$ cat src/logic/sspb_pkg.sv
package sspb_pkg;
  localparam int ADDR_W = 12;
  localparam int DATA_W = 32;
  localparam int STRB_W = DATA_W / 8;

  localparam logic [ADDR_W-1:0] CAP_OFS = 12'h28c;
  localparam logic [ADDR_W-1:0] DV_OFS = 12'h300;
  localparam logic [ADDR_W-1:0] STS_OFS = 12'h400;
  localparam logic [ADDR_W-1:0] CTL_OFS = 12'h404;
  localparam int WORD_LSB = 2;
  localparam int DV_COUNT = 8;
  localparam int DV_IDX_W = 3;
  localparam int DV_LSB = WORD_LSB + DV_IDX_W;

  localparam int SA_BIT = 0;
  localparam int GUNLOCK_BIT = 3;
  localparam int DVUNLOCK_BIT = 4;

  localparam int MODE_LSB = 0;
  localparam int MODE_W = 3;
  localparam int SPEC_LSB = 10;
  localparam int SPEC_W = 2;
  localparam int LOCK_LSB = 20;
  localparam int LOCK_W = 3;
  localparam int MARKER_LSB = 28;
  localparam int MARKER_W = 4;
  localparam int CLK_STRAP_W = 5;
  localparam int MERGE_W = 3;
  localparam int STRAP_W = MODE_W + CLK_STRAP_W + MERGE_W;
  localparam logic [DATA_W-1:0] STS_RESV_MASK = 32'h0f8f8018;

  localparam logic [MODE_W-1:0] MODE_NORMAL = 3'h0;
  localparam logic [MODE_W-1:0] MODE_EEPROM = 3'h1;
  localparam logic [SPEC_W-1:0] SPEC_REV11 = 2'h1;
  localparam logic [MARKER_W-1:0] MARKER_RST = 4'h0;
  localparam logic [DATA_W-1:0] DV_RST = 32'h00000000;

  localparam logic [1:0] RESP_OKAY = 2'h0;
  localparam logic [1:0] RESP_SLVERR = 2'h2;
endpackage

$ cat src/logic/sspb_regs.sv
// Decided for this implementation: register access over AXI4-Lite.
`timescale 1ns/1ps
// How it works
// - system allocated flag, bit zero, resets zero
// - locked fields writable only with global unlock; data words need only data unlock
// - eight data words, writes need data unlock
// - data unlock at control bit four, locked
// - operating mode pins read at bits 2:0
// - clock, bus, halt straps latched at reset
// - three merge straps latched, bits 12 to 14
// - base spec mode field, lock protected
// - locked port state read at 22:20
// - marker field survives hot reset
module sspb_regs #(
  parameter logic [sspb_pkg::SPEC_W-1:0] SPEC_INIT = sspb_pkg::SPEC_REV11
) (
  input wire logic aclk,
  input wire logic aresetn,
  input wire logic hot_reset,
  input wire logic [sspb_pkg::MODE_W-1:0] operating_mode_pins,
  input wire logic downstream_common_clock_strap,
  input wire logic upstream_common_clock_strap,
  input wire logic slow_mgmt_bus_strap,
  input wire logic refclk_mode_strap,
  input wire logic reset_halt_strap,
  input wire logic merge_ports_zero_one,
  input wire logic merge_ports_two_three,
  input wire logic merge_ports_four_five,
  input wire logic [sspb_pkg::LOCK_W-1:0] locked_port_state,
  input wire logic [sspb_pkg::ADDR_W-1:0] s_axi_awaddr,
  input wire logic [2:0] s_axi_awprot,
  input wire logic s_axi_awvalid,
  output logic s_axi_awready,
  input wire logic [sspb_pkg::DATA_W-1:0] s_axi_wdata,
  input wire logic [sspb_pkg::STRB_W-1:0] s_axi_wstrb,
  input wire logic s_axi_wvalid,
  output logic s_axi_wready,
  output logic [1:0] s_axi_bresp,
  output logic s_axi_bvalid,
  input wire logic s_axi_bready,
  input wire logic [sspb_pkg::ADDR_W-1:0] s_axi_araddr,
  input wire logic [2:0] s_axi_arprot,
  input wire logic s_axi_arvalid,
  output logic s_axi_arready,
  output logic [sspb_pkg::DATA_W-1:0] s_axi_rdata,
  output logic [1:0] s_axi_rresp,
  output logic s_axi_rvalid,
  input wire logic s_axi_rready,
  output logic system_allocated_flag,
  output logic [sspb_pkg::SPEC_W-1:0] base_spec_mode,
  output logic global_register_unlock,
  output logic data_value_unlock
);
  import sspb_pkg::*;

  logic aw_held;
  logic w_held;
  logic [ADDR_W-1:0] aw_addr;
  logic [DATA_W-1:0] w_data;
  logic [STRB_W-1:0] w_strb;
  logic [MARKER_W-1:0] marker;
  logic [DV_COUNT-1:0][DATA_W-1:0] budget_data_word;
  logic [STRAP_W-1:0] strap_pins;
  logic [STRAP_W-1:0] strap_held;

  // straps are sampled on every edge while fundamental reset is low
  assign strap_pins = {merge_ports_four_five, merge_ports_two_three, merge_ports_zero_one,
                       reset_halt_strap, refclk_mode_strap, slow_mgmt_bus_strap,
                       upstream_common_clock_strap, downstream_common_clock_strap,
                       operating_mode_pins};

  sspb_strap_capture #(
    .WIDTH(STRAP_W)
  ) u_strap (
    .aclk(aclk),
    .capture(!aresetn),
    .pins(strap_pins),
    .held(strap_held)
  );

  // write channel: address and data taken in either order, one write at a time
  wire aw_take = s_axi_awvalid && s_axi_awready;
  wire w_take = s_axi_wvalid && s_axi_wready;
  wire do_write = aw_held && w_held && !s_axi_bvalid;
  assign s_axi_awready = !aw_held && !s_axi_bvalid;
  assign s_axi_wready = !w_held && !s_axi_bvalid;
  assign s_axi_arready = !s_axi_rvalid;
  wire ar_take = s_axi_arvalid && s_axi_arready;

  wire [DATA_W-1:0] wmask = {{8{w_strb[3]}}, {8{w_strb[2]}}, {8{w_strb[1]}}, {8{w_strb[0]}}};
  wire wr_cap = aw_addr[ADDR_W-1:WORD_LSB] == CAP_OFS[ADDR_W-1:WORD_LSB];
  wire wr_sts = aw_addr[ADDR_W-1:WORD_LSB] == STS_OFS[ADDR_W-1:WORD_LSB];
  wire wr_ctl = aw_addr[ADDR_W-1:WORD_LSB] == CTL_OFS[ADDR_W-1:WORD_LSB];
  wire wr_dv = aw_addr[ADDR_W-1:DV_LSB] == DV_OFS[ADDR_W-1:DV_LSB];
  wire [DV_IDX_W-1:0] wr_idx = aw_addr[DV_LSB-1:WORD_LSB];
  wire wr_hit = wr_cap || wr_sts || wr_ctl || wr_dv;

  // readback words, reserved bits tied low
  wire [DATA_W-1:0] cap_word = {{(DATA_W-1){1'b0}}, system_allocated_flag};
  wire [DATA_W-1:0] sts_word = {marker, 5'h00, locked_port_state, 5'h00,
                                strap_held[STRAP_W-1 -: MERGE_W], base_spec_mode,
                                strap_held[MODE_W +: CLK_STRAP_W], 2'h0,
                                strap_held[MODE_W-1:0]};
  wire [DATA_W-1:0] ctl_word = (DATA_W'(data_value_unlock) << DVUNLOCK_BIT)
                             | (DATA_W'(global_register_unlock) << GUNLOCK_BIT);

  function automatic logic [DATA_W-1:0] merge(input logic [DATA_W-1:0] cur,
                                              input logic [DATA_W-1:0] wd,
                                              input logic [DATA_W-1:0] m);
    merge = (cur & ~m) | (wd & m);
  endfunction

  wire [DATA_W-1:0] cap_new = merge(cap_word, w_data, wmask);
  wire [DATA_W-1:0] sts_new = merge(sts_word, w_data, wmask);
  wire [DATA_W-1:0] ctl_new = merge(ctl_word, w_data, wmask);
  wire [DATA_W-1:0] dv_new = merge(budget_data_word[wr_idx], w_data, wmask);

  wire cap_we = do_write && wr_cap && global_register_unlock;
  wire spec_we = do_write && wr_sts && global_register_unlock;
  wire marker_we = do_write && wr_sts;
  wire dvul_we = do_write && wr_ctl && global_register_unlock;
  wire dv_we = do_write && wr_dv && data_value_unlock;

  // hot reset clears the non-sticky flag and wins over a write in the same cycle
  wire next_sa = hot_reset ? 1'b0 : (cap_we ? cap_new[SA_BIT] : system_allocated_flag);
  wire [SPEC_W-1:0] next_spec = spec_we ? sts_new[SPEC_LSB +: SPEC_W] : base_spec_mode;
  wire [MARKER_W-1:0] next_marker = marker_we ? sts_new[MARKER_LSB +: MARKER_W] : marker;
  wire next_unlock = (do_write && wr_ctl) ? ctl_new[GUNLOCK_BIT] : global_register_unlock;
  wire next_dvul = dvul_we ? ctl_new[DVUNLOCK_BIT] : data_value_unlock;

  // read decode; locked data words stay readable, only writes are blocked
  wire rd_cap = s_axi_araddr[ADDR_W-1:WORD_LSB] == CAP_OFS[ADDR_W-1:WORD_LSB];
  wire rd_sts = s_axi_araddr[ADDR_W-1:WORD_LSB] == STS_OFS[ADDR_W-1:WORD_LSB];
  wire rd_ctl = s_axi_araddr[ADDR_W-1:WORD_LSB] == CTL_OFS[ADDR_W-1:WORD_LSB];
  wire rd_dv = s_axi_araddr[ADDR_W-1:DV_LSB] == DV_OFS[ADDR_W-1:DV_LSB];
  wire [DV_IDX_W-1:0] rd_idx = s_axi_araddr[DV_LSB-1:WORD_LSB];
  wire rd_hit = rd_cap || rd_sts || rd_ctl || rd_dv;
  wire [DATA_W-1:0] rd_word = rd_cap ? cap_word :
                              rd_sts ? sts_word :
                              rd_ctl ? ctl_word :
                              rd_dv ? budget_data_word[rd_idx] :
                              '0;

  always_ff @(posedge aclk)
  begin
    if (!aresetn)
    begin
      aw_held <= 1'b0;
      w_held <= 1'b0;
      aw_addr <= '0;
      w_data <= '0;
      w_strb <= '0;
      s_axi_bvalid <= 1'b0;
      s_axi_bresp <= RESP_OKAY;
    end
    else
    begin
      if (aw_take)
      begin
        aw_held <= 1'b1;
        aw_addr <= s_axi_awaddr;
      end
      if (w_take)
      begin
        w_held <= 1'b1;
        w_data <= s_axi_wdata;
        w_strb <= s_axi_wstrb;
      end
      if (do_write)
      begin
        aw_held <= 1'b0;
        w_held <= 1'b0;
        s_axi_bvalid <= 1'b1;
        s_axi_bresp <= wr_hit ? RESP_OKAY : RESP_SLVERR;
      end
      else if (s_axi_bready)
      begin
        s_axi_bvalid <= 1'b0;
      end
    end
  end

  always_ff @(posedge aclk)
  begin
    if (!aresetn)
    begin
      s_axi_rvalid <= 1'b0;
      s_axi_rdata <= '0;
      s_axi_rresp <= RESP_OKAY;
    end
    else if (ar_take)
    begin
      s_axi_rvalid <= 1'b1;
      s_axi_rdata <= rd_word;
      s_axi_rresp <= rd_hit ? RESP_OKAY : RESP_SLVERR;
    end
    else if (s_axi_rready)
    begin
      s_axi_rvalid <= 1'b0;
    end
  end

  // marker and unlock bits only clear on fundamental reset
  always_ff @(posedge aclk)
  begin
    if (!aresetn)
    begin
      system_allocated_flag <= 1'b0;
      base_spec_mode <= SPEC_INIT;
      marker <= MARKER_RST;
      global_register_unlock <= 1'b0;
      data_value_unlock <= 1'b0;
    end
    else
    begin
      system_allocated_flag <= next_sa;
      base_spec_mode <= next_spec;
      marker <= next_marker;
      global_register_unlock <= next_unlock;
      data_value_unlock <= next_dvul;
    end
  end

  // data words are sticky; the reset value is arbitrary since it is undefined
  for (genvar i = 0; i < DV_COUNT; i++)
  begin : g_dv
    always_ff @(posedge aclk)
    begin
      if (!aresetn)
      begin
        budget_data_word[i] <= DV_RST;
      end
      else if (dv_we && wr_idx == DV_IDX_W'(i))
      begin
        budget_data_word[i] <= dv_new;
      end
    end
  end

  a_sa_locked: assert property (@(posedge aclk) disable iff (!aresetn)
    (do_write && wr_cap && !global_register_unlock && !hot_reset)
    |=> system_allocated_flag == $past(system_allocated_flag))
    else $error("system allocated flag changed while locked");

  a_sa_write: assert property (@(posedge aclk) disable iff (!aresetn)
    (cap_we && w_strb[0] && !hot_reset) |=> system_allocated_flag == $past(w_data[SA_BIT]))
    else $error("system allocated flag missed an unlocked write");

  a_dv_locked: assert property (@(posedge aclk) disable iff (!aresetn)
    !data_value_unlock |=> $stable(budget_data_word))
    else $error("data word changed while data unlock clear");

  a_dv_read_locked: assert property (@(posedge aclk) disable iff (!aresetn)
    (ar_take && rd_dv && !data_value_unlock)
    |=> s_axi_rvalid && s_axi_rdata == $past(budget_data_word[rd_idx]))
    else $error("locked data word did not read back its contents");

  a_dvul_locked: assert property (@(posedge aclk) disable iff (!aresetn)
    (do_write && wr_ctl && !global_register_unlock) |=> $stable(data_value_unlock))
    else $error("data unlock changed while globally locked");

  a_spec_locked: assert property (@(posedge aclk) disable iff (!aresetn)
    !global_register_unlock |=> $stable(base_spec_mode))
    else $error("base spec mode changed while locked");

  a_mode_read: assert property (@(posedge aclk) disable iff (!aresetn)
    (ar_take && rd_sts) |=> s_axi_rdata[MODE_LSB +: MODE_W] == strap_held[MODE_W-1:0])
    else $error("operating mode field mismatch");

  a_lock_state: assert property (@(posedge aclk) disable iff (!aresetn)
    (ar_take && rd_sts) |=> s_axi_rdata[LOCK_LSB +: LOCK_W] == $past(locked_port_state))
    else $error("locked port state not reported");

  a_marker_hot: assert property (@(posedge aclk) disable iff (!aresetn)
    (hot_reset && !marker_we) |=> $stable(marker))
    else $error("marker disturbed by hot reset");

  a_resv_zero: assert property (@(posedge aclk) disable iff (!aresetn)
    (ar_take && rd_sts) |=> (s_axi_rdata & STS_RESV_MASK) == '0)
    else $error("reserved status bits not zero");

  a_write_resp: assert property (@(posedge aclk) disable iff (!aresetn)
    do_write |=> s_axi_bvalid && !aw_held && !w_held)
    else $error("write response did not follow the write");
endmodule

$ cat src/logic/sspb_strap_capture.sv
`timescale 1ns/1ps
module sspb_strap_capture #(
  parameter int WIDTH = 1
) (
  input wire logic aclk,
  input wire logic capture,
  input wire logic [WIDTH-1:0] pins,
  output logic [WIDTH-1:0] held
);
  // pins are expected static after release, so sampling stops there
  always_ff @(posedge aclk)
  begin
    if (capture)
    begin
      held <= pins;
    end
  end

  a_strap_hold: assert property (@(posedge aclk) disable iff (capture)
    !$past(capture) |-> $stable(held))
    else $error("strap value changed outside fundamental reset");
endmodule

$ cat config.mk
export PLATFORM = sky130hd
export DESIGN_NAME = sspb_regs
export DESIGN_NICKNAME = d
export VERILOG_FILES = /design/src/logic/sspb_pkg.sv /design/src/logic/sspb_regs.sv /design/src/logic/sspb_strap_capture.sv
export SDC_FILE = /design/constraint.sdc
export NUM_CORES = 1
export LEC_CHECK = 0
export ABC_AREA = 1
export BUFFER_PORTS_ARGS = -buffer_cell sky130_fd_sc_hd__buf_2
export CORE_ASPECT_RATIO = 1.5
export CORE_MARGIN = 10
export CORE_UTILIZATION = 43
export DETAILED_ROUTE_END_ITERATION = 8
export GPL_TIMING_DRIVEN = 0
export SLEW_MARGIN = 20
export SYNTH_ARGS = -nofsm -noshare
export SYNTH_HDL_FRONTEND = slang
export SYNTH_SLANG_ARGS = --single-unit
$ cat constraint.sdc
create_clock -name aclk -period 2.46 [get_ports aclk]
set_input_delay 0.492 -clock aclk [delete_from_list [all_inputs] [get_ports aclk]]
set_output_delay 0.492 -clock aclk [all_outputs]
set_load 0.01 [all_outputs]
==> results.ini <==
[status]
outcome=finished, violations left
failed_checks=negative setup slack

[yosys]
syn-mean-instance-area_um2=6.52
synth_area_leader_cell=sky130_fd_sc_hd__dfxtp_1
synth.ff_latch_count=360
synthXorXnorAreaFrac=0
post_synth_main_area_contributors=sky130_fd_sc_hd__dfxtp_1, sky130_fd_sc_hd__nand2_1, sky130_fd_sc_hd__nand3_1
synth.area.mux_share=0
synth_top_family_by_area=simple AND/OR/NAND/NOR gates
synthesis.instances=2977
synth.yosys.seq_area_share=0.377
synth.distinct_cells=29
post_synth_fa_ha_maj_area_fraction=0
yosys_warnings=0
synth_top_area_frac=0.360
syn-cell-area_um2=19400
synth_compound_area_frac=0.180
yosys.area_share.simple=0.307

[floorplanning]
starting_density=0.434
core_um2=44700
die_w_um=193
std_cell_rows=95
floorplan.die_area_um2=54200
io_pins=134
die_h_um=280

[timing]
fin_ws_ps=-140
slew_violations=0
rsz0062_at_grt=yes
timing.final.hold_violations=0
fin_hold_ws_ps=111
layout_min_cycle_time_ps=2600
slew_headroom=0.227
number_of_endpoints_failing_setup_at_the_final_stage=5
timing_worst_slew_pin_value_ps=1160
timing.fmax_ghz=0.385
final_min_period_over_clock_period=1.06
worst_clock_skew_ps=20.6

[layout]
leading_cell_type_in_the_layout_fill_and_taps_excluded=sky130_fd_sc_hd__nand2_1
finalInstanceArea_um2=22200
antenna_cells=0
multi_input_comb_area_um2=9540
final_util=0.497
post_route_cells_drive_above_1_share=0.113
fillers=4815
mostFrequentLayoutCells=sky130_fd_sc_hd__nand2_1, sky130_fd_sc_hd__inv_1, sky130_fd_sc_hd__nand3_1, sky130_fd_sc_hd__dfxtp_1, sky130_fd_sc_hd__a21oi_1
design.final.nets=3229
synthToLayoutAreaGrowth_pct=14.5
seq_area_um2=7320

[setup_path]
crit-reg2reg-capture=budget_data_word[237]
path_max_fanout=10
reg2reg_slack_ps=-20
worst-endpoint-arrival_ps=3090
timing.critical_path.to_type=flip-flop
start_kind=primary input
cp-startpoint=s_axi_araddr[3]
endpoint=s_axi_rdata[22]
critical_path_class=primary input to flip-flop
worst-r2r-cell-count=10
rr_startpoint=aw_addr[3]
worstPathRequired_ps=2950

[detailed_routing]
wl_per_cell_um=26.3
routed-via-count=21700
drtAntennaViolNets=0
route.top_layer_used=met5
dr.pass1.iters=6
drt_total_wl_um=98500
detailedRoute.firstIterationViolations=2370
drt-met1-wl_um=34500
detailroute.wirelength.met3_um=7920
dr_wl_met2_um=46000
detail_route.vias_per_cell=5.78
number_of_remaining_drc_errors=0

[placed_design]
number_of_i_o_port_buffers=119
dp_hpwl_um=71500
placed_cell_area_um2=20700
gp_routability_congestion=1.02
dpl_worst_slack_ps=-466

[cts]
cts_root_buffer=sky130_fd_sc_hd__clkbuf_16
cts_hold_buf=0
numCtsBuffers=41
tritoncts=yes
tritoncts_sinks=360
max-clock-path-buffers=3
worst_skew_pair.late_latency_ps=570
clk_pin_slew_worst_paths_ps=60
ctsHtreeMaxLevel=2

[power_and_ir_drop]
power.density_cell_area_nw_per_um2=640
p_leak_nw=10.0
total_power_mw=14.2
power.ir.vdd_worst_mv=0.591

[min_path]
hold_path_class=primary input to flip-flop
hold_path_cell_cnt=1

[job]
maxCapViolCount=0

[global_routing]
grt_overflow=0
antenna_found_initial=2
first_global_vias=20700
grt_pass1_wl_um=139000
grt_max_degree=21
globalRouteTotalUtil=0.345

[final cells by class]
cell class | instances | share of cell area
multi-input cells | 1968 | 0.430
clock inverters | 9 | 0.00456
plain buffers | 192 | 0.0427
repair buffers | 120 | 0.0275
clock buffers | 63 | 0.0559
flip-flops and latches | 360 | 0.329
well taps | 582 | 0.0328
inverters | 458 | 0.0776
[cells in the mapped netlist (all sizes together)]
cell type,instances
conb,1
a22oi,32
nand2,643
clkinv,7
a21oi,303
inv,451
nand3,460
clkbuf,69
nor2,231
o211ai,10
o21a,123
nor3,7
o21ai,148
nand4,8
edfxtp,11
dfxtp,349
nor4,1
buf,123
[logic make-up after synthesis]
group	after synthesis
buffers and inverters	650
DFF	360
AOI/OAI and AO/OA	616
and+or+nand+nor	1350
other	1
[metrics by stage]
stage	std cells	TNS (ps)
6_report	3752	-245
5_1_grt	3752	-7.23
4_1_cts	3752	0
3_5_place_dp	3680	-36520
3_3_place_gp	3679	-32760
2_1_floorplan	2978	0
[worst min-delay path by stage]
stage / from / to / slack, ps
finish: operating_mode_pins[1] / u_strap.held[1] / 110
global route: operating_mode_pins[2] / u_strap.held[2] / 100
CTS: reset_halt_strap / u_strap.held[7] / 100
detailed placement: s_axi_rdata[29] / s_axi_rdata[29] / 460
global placement: s_axi_rdata[23] / s_axi_rdata[23] / 450
floorplan: aw_addr[5] / aw_addr[5] / 440
[critical path: stages]
cell and delay, ps:
sky130_fd_sc_hd__buf_2 230, sky130_fd_sc_hd__buf_2 370, sky130_fd_sc_hd__clkbuf_1 610, sky130_fd_sc_hd__o21ai_0 210
sky130_fd_sc_hd__o21ai_1 400, sky130_fd_sc_hd__nand2_1 240, sky130_fd_sc_hd__nand2_1 230, sky130_fd_sc_hd__nand3_1 130
sky130_fd_sc_hd__a21oi_1 140
[registers in the layout, indices dropped and copies added, names as in the netlist, 4 cells and up, named ones only]
register,flops
aw_addr,10
u_strap.held,11
budget_data_word,256
s_axi_rdata,32
w_strb,4
w_data,32
[where the power goes]
part           internal, mW  leakage, nW  total, mW  switching (mW)
clock                  3.68        0.660       6.35            2.67
combinational         0.352         6.45       1.86            1.50
sequential             5.96         2.93       6.02          0.0589
total                  9.99         10.0       14.2            4.23
[metal layers]
| layer | GRT usage | vias up |
|---|---|---|
| li1 | - | 9878 |
| met1 | 0.369 | 10200 |
| met2 | 0.572 | 1222 |
| met3 | 0.0603 | 405 |
| met4 | 0.322 | 4 |
| met5 | 0 | - |
[timing repair]
| item | in CTS | in global routing |
|---|---|---|
| resized for setup | 13 | 28 |
| setup buffers | 0 | 0 |
| endpoints found under the hold margin | 0 | 0 |
| setup endpoints to repair | 180 | 154 |
| pin swaps | 0 | 1 |
Power figures use the tool's default switching activity.
